===== config.mk =====
export PLATFORM = sky130hd
export DESIGN_NAME = dual_counter_common_control
export DESIGN_NICKNAME = d
export VERILOG_FILES = /design/src/common/dual_counter_pkg.sv /design/src/hw/dual_counter_common_control.sv
export SDC_FILE = /design/constraint.sdc
export NUM_CORES = 1
export LEC_CHECK = 0
export BUFFER_PORTS_ARGS = -buffer_cell sky130_fd_sc_hd__buf_2
export CAP_MARGIN = 20
export CORE_UTILIZATION = 54
export DETAILED_ROUTE_END_ITERATION = 7
export PLACE_DENSITY = 0.8
export REMOVE_ABC_BUFFERS = 1
export SLEW_MARGIN = 20
export SYNTH_ARGS = -nofsm -noshare
export SYNTH_HDL_FRONTEND = slang
export SYNTH_SLANG_ARGS = --single-unit

===== constraint.sdc =====
create_clock -name clock -period 2.5 [get_ports clock]
set_input_delay 0 -clock clock [delete_from_list [all_inputs] [get_ports clock]]
set_output_delay 0 -clock clock [all_outputs]
set_load 0.01 [all_outputs]

===== src/common/dual_counter_pkg.sv =====
/*
  Shared definitions for the dual counter common control block: register
  offsets, field positions, field codes, reset values, timer counts and the
  packed structs that carry the register port and the block state.
  Assumes one clock domain and a byte-wide register port.
*/
package dual_counter_pkg;

  // Register offsets
  localparam logic [7:0] ADDR_CNT8_CTL = 8'h00;
  localparam logic [7:0] ADDR_SHARED = 8'h01;
  localparam logic [7:0] ADDR_RUN = 8'h03;
  localparam logic [7:0] ADDR_CNT8_VAL = 8'h04;
  localparam logic [7:0] ADDR_CAP_LO = 8'h05;
  localparam logic [7:0] ADDR_CAP_HI = 8'h06;

  // timer_shared_control fields
  localparam int MODE_BIT = 7;
  localparam int ROUTE_BIT = 6;
  localparam int COMB_LSB = 4;
  localparam int SUB_LSB = 2;
  localparam int INIT8_BIT = 1;
  localparam int INIT16_BIT = 0;

  // timer_run_control fields
  localparam int SYNC_BIT = 2;
  localparam int RUN8_BIT = 1;
  localparam int RUN16_BIT = 0;
  localparam logic [4:0] RUN_RSV_READ = 5'h1f;

  // eight_bit_counter_control fields
  localparam int TOUT_BIT = 5;
  localparam int CAPIE_BIT = 2;
  localparam int TOUTIE_BIT = 1;

  // Field codes
  localparam logic [1:0] COMB_AND = 2'h0;
  localparam logic [1:0] COMB_OR = 2'h1;
  localparam logic [1:0] COMB_NOR = 2'h2;
  localparam logic [1:0] COMB_NAND = 2'h3;
  localparam logic [1:0] EDGE_FALL = 2'h0;
  localparam logic [1:0] EDGE_RISE = 2'h1;
  localparam logic [1:0] EDGE_BOTH = 2'h2;
  localparam logic [1:0] SUB_NORMAL = 2'h0;
  localparam logic [1:0] SUB_PINGPONG = 2'h1;
  localparam logic [1:0] SUB_FORCE0 = 2'h2;
  localparam logic [1:0] SUB_FORCE1 = 2'h3;
  localparam logic [1:0] FILT_NONE = 2'h0;
  localparam logic [1:0] FILT_SHORT = 2'h1;
  localparam logic [1:0] FILT_LONG = 2'h2;

  // Reset values and counts (filter widths in timer-clock cycles)
  localparam logic [7:0] SHARED_RST = 8'h00;
  localparam logic [7:0] CNT8_RELOAD = 8'hff;
  localparam logic [15:0] CNT16_RELOAD_DEF = 16'hffff;
  localparam logic [3:0] FILT_SHORT_TICKS = 4'h4;
  localparam logic [3:0] FILT_LONG_TICKS = 4'h8;
  localparam int TIMER_CLK_DIV_DEF = 2;

  typedef struct packed {
    logic [7:0] addr;
    logic [7:0] wdata;
    logic wr;
    logic rd;
  } reg_req_s;

  typedef struct packed {
    logic [7:0] shared;
    logic riseFlag;
    logic fallFlag;
    logic syncMode;
    logic run8;
    logic run16;
    logic capIe;
    logic toutIe;
    logic toutFlag;
    logic [7:0] cnt8;
    logic [15:0] cnt16;
    logic out8;
    logic out16;
    logic ppSel;
    logic [7:0] capLo;
    logic [7:0] capHi;
    logic [1:0] sync1;
    logic [1:0] sync2;
    logic filtLvl;
    logic [3:0] filtCnt;
    logic [7:0] div;
    logic [7:0] rdData;
    logic pinOut;
    logic capIrq;
    logic toutIrq;
    logic irqTwo;
  } state_s;

endpackage


===== src/hw/dual_counter_common_control.sv =====
/*
  Common control of an 8-bit and a 16-bit counter pair: transmit waveform
  generation, demodulation capture, pin routing, glitch filter, edge flags,
  run and sync control, registers on a plain strobe port.
  Assumes one clock, a synchronous reset, and pins that are asynchronous.
*/
`timescale 1ns/1ps

module dual_counter_common_control
  import dual_counter_pkg::*;
#(
  parameter int TIMER_CLK_DIV = TIMER_CLK_DIV_DEF,
  parameter logic [15:0] CNT16_RELOAD = CNT16_RELOAD_DEF
) (
  input wire logic clock,
  input wire logic sys_rst,
  input wire reg_req_s busReq,
  output logic [7:0] rdData,
  input wire logic port2Bit0In,
  input wire logic port3Bit1In,
  input wire logic portOutValue,
  output logic combinedOutPin,
  output logic captureIrq,
  output logic timeoutIrq,
  output logic extIrqTwo
);

  localparam logic [7:0] DIV_LAST = 8'(TIMER_CLK_DIV - 1);

  state_s st_r;
  state_s st_nxt;

  logic tick;
  logic demod;
  logic route;
  logic [1:0] comb;
  logic [1:0] sub;
  logic rawIn;
  logic [3:0] need;
  logic filtOn;
  logic rise;
  logic fall;
  logic capEv;
  logic act8;
  logic act16;
  logic merged;
  logic pingPong;

  always_comb begin
    st_nxt = st_r;
    st_nxt.capIrq = 1'b0;
    st_nxt.toutIrq = 1'b0;
    st_nxt.irqTwo = 1'b0;
    st_nxt.rdData = 8'h00;

    // Two-flop synchronisers, bit 1 for port 2, bit 0 for port 3
    st_nxt.sync1 = {port2Bit0In, port3Bit1In};
    st_nxt.sync2 = st_r.sync1;

    // Timer clock enable from the divider
    tick = (st_r.div == DIV_LAST);
    st_nxt.div = tick ? 8'h00 : st_r.div + 8'h01;

    demod = st_r.shared[MODE_BIT];
    route = st_r.shared[ROUTE_BIT];
    comb = st_r.shared[COMB_LSB +: 2];
    sub = st_r.shared[SUB_LSB +: 2];
    pingPong = !demod && (sub == SUB_PINGPONG);

    // Demodulator input choice
    rawIn = route ? st_r.sync2[1] : st_r.sync2[0];

    // Glitch filter; reserved code behaves as no filter
    filtOn = demod && (sub == FILT_SHORT || sub == FILT_LONG);
    need = (sub == FILT_SHORT) ? FILT_SHORT_TICKS : FILT_LONG_TICKS;
    if (!filtOn) begin
      st_nxt.filtLvl = rawIn;
      st_nxt.filtCnt = 4'h0;
    end else if (rawIn == st_r.filtLvl) begin
      st_nxt.filtCnt = 4'h0;
    end else if (tick) begin
      if (st_r.filtCnt + 4'h1 >= need) begin
        st_nxt.filtLvl = rawIn;
        st_nxt.filtCnt = 4'h0;
      end else begin
        st_nxt.filtCnt = st_r.filtCnt + 4'h1;
      end
    end
    rise = demod && !st_r.filtLvl && st_nxt.filtLvl;
    fall = demod && st_r.filtLvl && !st_nxt.filtLvl;

    // Edge selection
    unique case (comb)
      EDGE_FALL: capEv = fall;
      EDGE_RISE: capEv = rise;
      EDGE_BOTH: capEv = rise || fall;
      default: capEv = 1'b0;
    endcase
    capEv = capEv && st_r.run8;

    // Software writes come first so hardware sets win over clears
    if (busReq.wr) begin
      unique case (busReq.addr)
        ADDR_CNT8_CTL: begin
          st_nxt.capIe = busReq.wdata[CAPIE_BIT];
          st_nxt.toutIe = busReq.wdata[TOUTIE_BIT];
          if (busReq.wdata[TOUT_BIT]) begin
            st_nxt.toutFlag = 1'b0;
          end
        end
        ADDR_SHARED: begin
          st_nxt.shared[7:2] = busReq.wdata[7:2];
          if (demod) begin
            if (busReq.wdata[INIT8_BIT]) begin
              st_nxt.riseFlag = 1'b0;
            end
            if (busReq.wdata[INIT16_BIT]) begin
              st_nxt.fallFlag = 1'b0;
            end
          end else begin
            st_nxt.shared[1:0] = busReq.wdata[1:0];
          end
        end
        ADDR_RUN: begin
          st_nxt.syncMode = busReq.wdata[SYNC_BIT];
          // In sync mode starting either counter starts both
          st_nxt.run8 = busReq.wdata[RUN8_BIT]
                        || (busReq.wdata[SYNC_BIT] && busReq.wdata[RUN16_BIT]);
          st_nxt.run16 = busReq.wdata[RUN16_BIT]
                         || (busReq.wdata[SYNC_BIT] && busReq.wdata[RUN8_BIT]);
        end
        default: ;
      endcase
    end

    // A counter that starts takes its initial output level
    if (!st_r.run8 && st_nxt.run8) begin
      st_nxt.cnt8 = CNT8_RELOAD;
      st_nxt.out8 = st_r.shared[INIT8_BIT];
      st_nxt.ppSel = 1'b0;
    end
    if (!st_r.run16 && st_nxt.run16) begin
      st_nxt.cnt16 = CNT16_RELOAD;
      st_nxt.out16 = st_r.shared[INIT16_BIT];
    end

    act8 = st_r.run8 && st_nxt.run8 && (!pingPong || !st_r.ppSel);
    act16 = st_r.run16 && st_nxt.run16 && (!pingPong || st_r.ppSel);

    if (!demod) begin
      // Transmit: each counter toggles its output at terminal count
      if (tick && act8) begin
        if (st_r.cnt8 == 8'h00) begin
          st_nxt.cnt8 = CNT8_RELOAD;
          st_nxt.out8 = !st_r.out8;
          if (pingPong) begin
            st_nxt.ppSel = 1'b1;
          end
        end else begin
          st_nxt.cnt8 = st_r.cnt8 - 8'h01;
        end
      end
      if (tick && act16) begin
        if (st_r.cnt16 == 16'h0000) begin
          st_nxt.cnt16 = CNT16_RELOAD;
          st_nxt.out16 = !st_r.out16;
          if (pingPong) begin
            st_nxt.ppSel = 1'b0;
          end
        end else begin
          st_nxt.cnt16 = st_r.cnt16 - 16'h0001;
        end
      end
      if (sub == SUB_FORCE0) begin
        st_nxt.out16 = 1'b0;
      end else if (sub == SUB_FORCE1) begin
        st_nxt.out16 = 1'b1;
      end
    end else if (st_r.run8 && st_nxt.run8) begin
      // Demodulation: capture has priority over the count
      if (capEv) begin
        if (fall) begin
          st_nxt.capHi = st_r.cnt8;
          st_nxt.fallFlag = 1'b1;
        end else begin
          st_nxt.capLo = st_r.cnt8;
          st_nxt.riseFlag = 1'b1;
        end
        st_nxt.capIrq = st_r.capIe;
        st_nxt.irqTwo = !route;
        st_nxt.cnt8 = CNT8_RELOAD;
      end else if (tick) begin
        if (st_r.cnt8 == 8'h00) begin
          st_nxt.cnt8 = CNT8_RELOAD;
        end else begin
          st_nxt.cnt8 = st_r.cnt8 - 8'h01;
          if (st_r.cnt8 == 8'h01) begin
            st_nxt.toutFlag = 1'b1;
            st_nxt.toutIrq = st_r.toutIe;
          end
        end
      end
    end

    // Combine function for the shared pin
    unique case (comb)
      COMB_AND: merged = st_r.out8 && st_r.out16;
      COMB_OR: merged = st_r.out8 || st_r.out16;
      COMB_NOR: merged = !(st_r.out8 || st_r.out16);
      COMB_NAND: merged = !(st_r.out8 && st_r.out16);
    endcase
    if (demod || !route) begin
      st_nxt.pinOut = portOutValue;
    end else if (tick) begin
      st_nxt.pinOut = merged;
    end

    // Read data stands in the cycle after the strobe only
    if (busReq.rd) begin
      unique case (busReq.addr)
        ADDR_CNT8_CTL: st_nxt.rdData = {2'h0, st_r.toutFlag, 2'h0, st_r.capIe,
                                        st_r.toutIe, 1'b0};
        ADDR_SHARED: st_nxt.rdData = {st_r.shared[7:2],
                                      demod ? {st_r.riseFlag, st_r.fallFlag}
                                            : st_r.shared[1:0]};
        ADDR_RUN: st_nxt.rdData = {RUN_RSV_READ, st_r.syncMode, st_r.run8,
                                   st_r.run16};
        ADDR_CNT8_VAL: st_nxt.rdData = st_r.cnt8;
        ADDR_CAP_LO: st_nxt.rdData = st_r.capLo;
        ADDR_CAP_HI: st_nxt.rdData = st_r.capHi;
        default: st_nxt.rdData = 8'h00;
      endcase
    end
  end

  always_ff @(posedge clock) begin
    if (sys_rst) begin
      st_r <= '0;
    end else begin
      st_r <= st_nxt;
    end
  end

  assign rdData = st_r.rdData;
  assign combinedOutPin = st_r.pinOut;
  assign captureIrq = st_r.capIrq;
  assign timeoutIrq = st_r.toutIrq;
  assign extIrqTwo = st_r.irqTwo;
endmodule // dual_counter_common_control


==> flow_metrics.tcl, run 1 <==
set metrics [dict create \
    path_clk_slew_ns 0.09 \
    syn-cell-area_sq_mm 0.00473 \
    post-route-min-period_ns 2.43 \
    n_antenna_cell 0 \
    first_global_vias 4141 \
    tightest_slew_ns 0.743 \
    start_util_pct 56.8 \
    finalCritPeriodShare_pct 97.0 \
    cp_data_arrival_time_ns 2.68 \
    cp_num_buf_inv 2 \
    status "finished, final reports clean" \
    overflow 0 \
    fillerInstances 674 \
    synth-seq-area-share_pct 37.2 \
    die_w_um 95.6 \
    htree_num_levels 3 \
    crit_path_start "st_r[13]" \
    multiInputGateArea_sq_mm 0.00278 \
    numClockSinks 88 \
    nets 636 \
    hold_viol_final 0 \
    coreArea_sq_mm 0.00834 \
    synth-edff-count 0 \
    max_stage_delay_ns 0.50 \
    die_area_sq_mm 0.00915 \
    hold_class "in2reg" \
    grt_setup_unrepaired "true" \
    syn_avg_cell_area_sq_um 8.53 \
    yosys_most_used_dff "dfxtp_1" \
    synth_cell_types 77 \
    antenna_found_initial 0 \
    row_count 33 \
    drc 0 \
    via_per_inst 6.19 \
    num_vias 4414 \
    rr_startpoint "st_r[13]" \
    async_reset_ff_share_pct 0 \
    wl_per_cell_um 16.9 \
    insertion_delay_ns 0.37 \
    crit_type "reg2reg" \
    cp.required_ns 2.75 \
    path_delay_family "simple AND/OR/NAND/NOR gates" \
    port_buffers 34 \
    max_freq_mhz 412 \
    power.density_mw_per_mm2 479 \
    place_congestion 0.880 \
    grt_first_pass_wirelength_um 19700 \
    maxCapViolCount 0 \
    finalMaxSlewViolations 0 \
    cts_tree "built" \
    maxSlewHeadroom_pct 50.0 \
    drtPass1Iterations 5 \
    pre_cts_slack_ns -0.00553 \
    path_cells "inv_1, ha_1, or4b_4, or2_1, buf_4, nor3_2, nor4_1, a2111oi_1" \
    cts_max_path_buffers 2 \
    grt_max_degree 60 \
    drt_iter0_markers 410 \
    setup.worst_path.end_class "flip-flop" \
    p_leak_nw 2.01 \
    drive_above_1_share_pct 19.4 \
    crit_slowest_cell "or4b_4" \
    ys_warn_count 0 \
    io-pin-count 35 \
    dp_hpwl_um 8240 \
    finalSetupTns_ns 0 \
    critPathMaxFanout 5 \
    min_from "busReq[0]" \
    totalWireLength_um 12100 \
    cts_made_buffers 9 \
    area_growth_pct 14.9 \
    ant_nets 0 \
    skew_ns 0.0106 \
    regArea_sq_mm 0.00177 \
    finalSetupViolCount 0 \
    cts-root-buf "clkbuf_8" \
    setup_ws_ns 0.0748 \
    ir_drop_uv 282 \
    synthCells 555 \
    synth_seq_cells 88 \
    crit_path_start_kind "flip-flop" \
    grt.total_usage_pct 28.0 \
    fp.dieH_um 95.6 \
]
-- stage by stage --
step	std cells	hold WS (ns)	util (%)	cell area [sq um]	power [mW]
6_report	713	0.0103	65.2	5440	2.61
3_5_place_dp	681	0.224	60.3	5030	1.69
3_3_place_gp	681	0.208	60.3	5030	1.68
2_1_floorplan	517	0.0691	-	4530	1.58
5_1_grt	713	0.0464	65.2	5440	2.71
4_1_cts	709	0.00410	63.9	5330	2.61
-- synthesized netlist by cell type (all sizes together), types with 7 or more instances --
master / instances / area share, %
buf: 17 / 2.6
nor2: 90 / 7.3
o21a: 7 / 1.1
and3: 7 / 1.0
inv: 16 / 1.3
nand2: 26 / 2.1
nor2b: 7 / 0.92
nor3: 28 / 3.2
clkbuf: 21 / 1.7
a211oi: 8 / 1.3
a21oi: 28 / 3.1
dfxtp: 88 / 37
mux2i: 35 / 7.4
or3: 10 / 1.3
ha: 10 / 2.6
o21ai: 22 / 2.3
nor4: 15 / 2.1
nand3: 22 / 2.3
-- worst register-to-register path: cells and delay by family (launching register included) --
family / cells / cell delay (ns)
adder cells (fa/ha/maj): 1 / 0.13
buffers and inverters: 2 / 0.23
flip-flops: 1 / 0.34
AND/OR/NAND/NOR: 4 / 1.24
AO/OA/AOI/OAI: 1 / 0.38
-- state kept, by name (all words and copies together) (netlist names) --
| signal | count |
|---|---|
| timeoutIrq | 1 |
| combinedOutPin | 1 |
| rdData | 8 |
| captureIrq | 1 |
| route | 1 |
| st_r | 70 |
| extIrqTwo | 1 |
| demod | 1 |
| comb | 2 |
| st_nxt | 2 |
-- metal layers --
layer / vias to the layer above / wire [um] / GRT usage (%)
li1: 2111 / - / -
met2: 218 / 5420 / 45.8
met5: - / 0 / 0
met1: 2051 / 5280 / 36.6
met4: 0 / 321 / 11.6
met3: 34 / 1030 / 4.63
-- cells in the final DEF (no fill, tap or decap), types with 9 or more instances in the layout --
cell and n:
mux2i_1 34, nand3_1 21, a21oi_1 26, nor2_1 88, o21ai_0 17, buf_4 25, dfxtp_1 85, clkbuf_8 10
nor3_1 25, inv_1 16, nor4_1 12, nand2_1 25, or3_1 10, ha_1 9, dlygate4sd3_1 12, buf_2 34
-- cell type report --
class                           instances  share of cell area [%]
Multi-Input combinational cell        413                    51.1
Sequential cell                        88                    32.5
Timing Repair Buffer                   75                    9.62
Clock buffer                           10                    2.53
Tap cell                              105                    2.42
Inverter                               16                    1.10
Clock inverter                          6                   0.805
-- timing repair --
item	CTS	global route
gates cloned	0	2
setup endpoints to repair	1	33
pin swaps	0	5
endpoints found under the hold margin	16	0
setup buffers	0	2
hold buffers	12	0
resized for setup	1	22
-- report_power, final --
group          leakage (nW)  switching [mW]  internal [mW]
sequential            0.712          0.0104           1.41
combinational          1.20           0.148          0.108
clock                0.0926           0.536          0.392
-- cells by family after synthesis --
kind of cell               after synthesis  share of synthesized area, %
adders and majority gates               10                          2.64
and+or+nand+nor                        239                          26.1
buffers and inverters                   54                          5.52
DFF                                     88                          37.2
AOI/OAI and AO/OA                      113                          17.4
xor gates and xnor gates                11                          2.03
muxes                                   40                          9.14
-- final timing paths --
check         endpoint  slack, ns  cells after the start
max reg2reg   st_r[66]       0.07                      8
max           st_r[66]       0.07                      8
min          rdData[2]       0.01                      3
min reg2reg   st_r[25]       0.44                      1
Power figures use the tool's default switching activity.
==> run 2: changes to the inputs <==
--- a/config.mk
+++ b/config.mk
@@ -9,7 +9,7 @@
 export CAP_MARGIN = 20
 export CORE_UTILIZATION = 54
 export DETAILED_ROUTE_END_ITERATION = 7
-export PLACE_DENSITY = 0.8
+export PLACE_DENSITY = 0.76
 export REMOVE_ABC_BUFFERS = 1
 export SLEW_MARGIN = 20
 export SYNTH_ARGS = -nofsm -noshare
==> run 2 against run 1 <==
Clock power is 24% higher. Count of clock-buffer cells in the layout is 1 higher. Critical path depth is 2 higher. Core utilization is 1.1 points higher. Non-clock buffer count is 1 higher. Register-to-register slack better by 0.06 ns. Power is 8.3% higher.
==> flow_metrics.tcl, run 2 (same netlist as run 1, synthesis figures left out) <==
set metrics [dict create \
    die_w_um 95.6 \
    htree_num_levels 3 \
    coreArea_sq_mm 0.00834 \
    dp_hpwl_um 8600 \
    drc 0 \
    place_congestion 1.04 \
    via_per_inst 6.26 \
    ff2ff_path_depth 10 \
    ir_drop_uv 292 \
    placed_cells 683 \
    grt_max_degree 55 \
    maxCapViolCount 0 \
    finalCritPeriodShare_pct 94.7 \
    overflow 0 \
    numClockSinks 88 \
    grt.total_usage_pct 28.8 \
    p_clk_share_pct 40.7 \
    p_leak_nw 2.05 \
    final_core_utilization_pct 66.3 \
    timing.rr.end "st_r[38]" \
    largest_register_ff_count 70 \
    path_delay_family "adder cells" \
    critPathMaxFanout 5 \
    final_cell_count_no_fill 713 \
    p_switching_uw 690 \
    min_to "st_r[52]" \
    maxSlewHeadroom_pct 50.5 \
    hold_class "in2reg" \
    drive_above_1_share_pct 19.9 \
    power.density_mw_per_mm2 511 \
    internal_power_mw 2.13 \
    finalSetupViolCount 0 \
    totalWireLength_um 12500 \
    finalPower_mw 2.82 \
    max_stage_delay_ns 0.35 \
    cp_num_buf_inv 2 \
    num_vias 4464 \
    regMostFlops "st_r" \
    cts_max_path_buffers 2 \
    status "finished, final reports clean" \
    p_sw_share_pct 24.4 \
    pre_cts_slack_ns 0.0476 \
    cp_data_arrival_time_ns 2.61 \
    drt_iter0_markers 341 \
    port_buffers 34 \
    finalMaxSlewViolations 0 \
    area_growth_pct 16.7 \
    crit_top_cell "ha_1" \
    insertion_delay_ns 0.37 \
    cts-root-buf "clkbuf_8" \
    post-route-min-period_ns 2.37 \
    crit_type "reg2reg" \
    setup.worst_path.end_class "flip-flop" \
    io-pin-count 35 \
    ant_nets 0 \
    crit_slowest_cell "dfxtp_2" \
    skew_ns 0.0166 \
    path_clk_slew_ns 0.10 \
    fp.dieH_um 95.6 \
    final_cell_mix "88 x nor2_1, 84 x dfxtp_1, 34 x mux2i_1, 34 x buf_2" \
    antenna_found_initial 0 \
    rr_startpoint "st_r[20]" \
    setup_ws_ns 0.133 \
    drtPass1Iterations 5 \
    final_common_cell "nor2_1" \
    max_freq_mhz 422 \
    hold_viol_final 0 \
    wl_per_cell_um 17.5 \
    seq_power_share_pct 50.5 \
    crit_path_start_kind "flip-flop" \
    n_antenna_cell 0 \
    min_from "sys_rst" \
    combPwrFrac_pct 8.8 \
    first_global_vias 4132 \
    cp.required_ns 2.75 \
    die_area_sq_mm 0.00915 \
    nets 637 \
    grt_first_pass_wirelength_um 20200 \
    hold-path-cell-count 2 \
    reg2reg_slack_ns 0.13 \
    cts_tree "built" \
    start_util_pct 56.8 \
    path_cells "ha_1, xnor2_1, ha_1, a311o_1, a21oi_2, buf_6, nor4_4, buf_12, mux2i_1, nor2_1" \
    cts_made_buffers 9 \
    row_count 33 \
    tightest_slew_ns 0.736 \
]
run 2: cell count changes in the layout (fill, tap and decap cells not counted), moves of 2 or more:
cell	delta
buf_12	+2
buf_6	-3
bufinv_16	+2
clkinv_2	-2
run 2: timing repair:
item	in CTS	in global routing
endpoints found under the setup margin	0	35
endpoints found under the hold margin	17	0
resized for setup	0	18
hold buffers	12	0
buffers inserted	0	2
run 2: layout make-up:
class / count / area, sq um
Tap cell: 105 / 131
Timing Repair Buffer: 76 / 562
Clock inverter: 4 / 77.6
Inverter: 16 / 60.1
Sequential cell: 88 / 1770
Clock buffer: 11 / 151
Fill cell: 704 / 2810
Multi-Input combinational cell: 413 / 2780
run 2: worst max-delay path by stage:
stage              from       end  slack (ns)  cells after the start
2_1_floorplan  st_r[83]  st_r[37]       -0.60                      9
3_3_place_gp   st_r[12]  st_r[57]        0.11                      8
3_5_place_dp   st_r[22]  st_r[43]        0.05                     11
4_1_cts        st_r[22]  st_r[42]        0.01                     11
5_1_grt        st_r[20]  st_r[42]       -0.02                     11
6_report       st_r[20]  st_r[38]        0.13                     10
run 2: routing by layer:
| metal | vias to the layer above | global-route usage (%) | share of wire, % |
|---|---|---|---|
| li1 | 2102 | - | - |
| met1 | 2104 | 37.8 | 44 |
| met2 | 219 | 45.8 | 45 |
| met3 | 39 | 5.50 | 7.7 |
| met4 | 0 | 12.9 | 3.3 |
| met5 | - | 0 | 0 |
run 2: stage by stage:
step | hold WS [ns] | setup TNS, ns | cell area, sq um
2_1_floorplan | 0.0691 | -6.80 | 4530
3_3_place_gp | 0.223 | 0 | 5070
3_5_place_dp | 0.224 | 0 | 5070
4_1_cts | 0.0340 | 0 | 5420
5_1_grt | 0.0657 | -0.0181 | 5530
6_report | 0.0402 | 0 | 5530
run 2: power groups by stage:
stage               Clock [mW]  Sequential [mW]  Combinational [mW]
floorplan                    0             1.46               0.127
global placement             0             1.46               0.220
detailed placement           0             1.46               0.223
CTS                       1.16             1.42               0.240
global route              1.21             1.43               0.269
finish                    1.15             1.43               0.248
==> run 3: changes to the inputs <==
--- a/config.mk
+++ b/config.mk
@@ -6,7 +6,7 @@
 export NUM_CORES = 1
 export LEC_CHECK = 0
 export BUFFER_PORTS_ARGS = -buffer_cell sky130_fd_sc_hd__buf_2
-export CAP_MARGIN = 20
+export CORE_ASPECT_RATIO = 1.75
 export CORE_UTILIZATION = 54
 export DETAILED_ROUTE_END_ITERATION = 7
 export PLACE_DENSITY = 0.76
==> run 3 against run 2 <==
The run now ends with setup timing left. Design area rose by 3.2%. Largest cell class unchanged. Sequential power barely moved. Power rose by 13%. Maximum frequency fell by 9.6%. Non-clock buffer count rose by 7. Sequential cell count did not move. Clock skew fell by 0.0072 ns. Clock power rose by 30%. Global-route usage fell by 0.053 points. Hold slack got worse by 0.0085 ns. First-iteration DRC count rose by 0.29%. Largest power group is now clock.
==> flow_metrics.tcl, run 3 (same netlist as run 1, synthesis figures left out) <==
set metrics [dict create \
    maxCapViolCount 0 \
    grt.total_usage_pct 28.8 \
    coreArea_sq_mm 0.00842 \
    ant_nets 0 \
    tightest_slew_ns 0.818 \
    placed_cells 697 \
    drtPass1Iterations 5 \
    fillerInstances 666 \
    p_switching_uw 733 \
    seq_power_share_pct 44.8 \
    largest_register_ff_count 70 \
    drt_iter0_markers 342 \
    hold_class "in2reg" \
    num_vias 4433 \
    regMostFlops "st_r" \
    wl_per_cell_um 17.9 \
    cp_data_arrival_time_ns 2.91 \
    multiInputGateArea_sq_mm 0.00279 \
    die_w_um 72.8 \
    critPathMaxFanout 4 \
    failed_checks "setup timing" \
    regArea_sq_mm 0.00177 \
    ir_drop_uv 455 \
    combPwrFrac_pct 8.1 \
    cts-root-buf "clkbuf_16" \
    setup.worst_path.end_class "flip-flop" \
    status "complete, but fails checks" \
    max_stage_delay_ns 0.40 \
    cts_tree "built" \
    setup_ws_ns -0.118 \
    crit_top_cell "buf_4" \
    grt_setup_unrepaired "true" \
    via_per_inst 6.06 \
    start_util_pct 56.2 \
    p_clk_share_pct 47.0 \
    drc 0 \
    gr-usage-met1_pct 30.1 \
    place_congestion 0.924 \
    final_cell_mix "88 x nor2_1, 84 x dfxtp_1, 35 x mux2i_1, 34 x buf_2, 33 x buf_4" \
    placed_area_sq_mm 0.00510 \
    grt_first_pass_wirelength_um 20500 \
    final_core_utilization_pct 67.7 \
    crit_type "reg2reg" \
    gr-usage-met3_pct 4.88 \
    final_common_cell "nor2_1" \
    hold_viol_final 0 \
    htree_num_levels 3 \
    grt_busiest_layer "met2" \
    first_global_vias 4395 \
    numClockSinks 88 \
    overflow 0 \
    p_leak_nw 2.14 \
    finalMaxSlewViolations 0 \
    p_sw_share_pct 23.1 \
    cp.required_ns 2.79 \
    insertion_delay_ns 0.34 \
    antenna_found_initial 0 \
    grtUsageMet2_pct 50.0 \
    fp.dieH_um 126 \
    path_clk_slew_ns 0.07 \
    io-pin-count 35 \
    crit_slowest_cell "a311o_1" \
    internal_power_mw 2.44 \
    port_buffers 34 \
    power.density_mw_per_mm2 557 \
    cts_made_buffers 9 \
    finalCritPeriodShare_pct 105 \
    post-route-min-period_ns 2.62 \
    cts_max_path_buffers 2 \
    grt_max_degree 39 \
    skew_ns 0.00940 \
    nets 644 \
    drive_above_1_share_pct 21.3 \
    dp_hpwl_um 9240 \
    max_freq_mhz 382 \
    crit_path_start_kind "flip-flop" \
    area_growth_pct 20.5 \
    row_count 44 \
    final_area_sq_mm 0.00570 \
    final_cell_count_no_fill 731 \
    maxSlewHeadroom_pct 45.0 \
    finalSetupViolCount 20 \
    hold_slack_ns 0.0317 \
    totalWireLength_um 13100 \
    path_cells "nand3_2, xnor2_2, ha_1, nor2b_1, a311o_1, a21oi_2, buf_4, nor2_1, a2111oi_2, buf_4, and2_4" \
    n_antenna_cell 0 \
    die_area_sq_mm 0.00916 \
]
## run 3: cell count changes in the layout (fill, tap and decap cells not counted), moves of 2 or more
cell	previous run	this run
clkbuf_16	1	10
inv_6	0	2
buf_4	26	33
clkbuf_8	11	1
## run 3: power groups by stage
stage / Clock, mW / Combinational, mW / Sequential [mW]
after floorplan: 0 / 0.127 / 1.46
after global placement: 0 / 0.235 / 1.46
after detailed placement: 0 / 0.239 / 1.46
after CTS: 1.52 / 0.253 / 1.42
after global routing: 1.59 / 0.280 / 1.43
final: 1.49 / 0.259 / 1.42
## run 3: repair_timing
action	in CTS	in global routing
cloned	0	2
setup endpoints to repair	2	27
hold endpoints to repair	15	0
pin swaps	0	7
hold buffers	11	0
resized for setup	1	22
setup buffers	0	5
## run 3: layout make-up
class / instances / area share [%]
clock inverter: 6 / 1.71
timing repair buffer: 83 / 10.6
clock buffer: 10 / 4.19
sequential: 88 / 31.0
multi-input combinational: 413 / 49.0
tap: 115 / 2.52
inverter: 16 / 1.05
## run 3: path summary, 6_finish.rpt
path	startpoint	to	slack, ns	cells after the start
worst min-delay path	busReq[0]	rdData[2]	0.03	3
worst min register to register	st_nxt[26]	st_r[26]	0.45	1
worst max-delay path	st_r[20]	timeoutIrq	-0.12	11
worst max register to register	st_r[20]	timeoutIrq	-0.12	11
## run 3: critical path, delay by kind of cell (launching register included)
family	cells	cell delay, ns
simple gates	4	0.43
xor+xnor	1	0.21
buf+inv	2	0.32
fa+ha+maj	1	0.28
compound gates	3	0.96
flops	1	0.37
## run 3: per-stage QoR
step           setup slack, ns  TNS, ns  total power, mW
5_1_grt                 -0.232    -3.84             3.29
4_1_cts                 0.0146        0             3.20
3_3_place_gp             0.103        0             1.69
6_report                -0.118    -1.43             3.18
2_1_floorplan           -0.598    -6.80             1.58
3_5_place_dp            0.0195        0             1.69
## run 3: routing by layer
metal	vias to the layer above	part of all wire, %
met2	163	52
met1	2087	37
met4	0	5.9
met3	54	4.3
li1	2129	-
met5	-	0
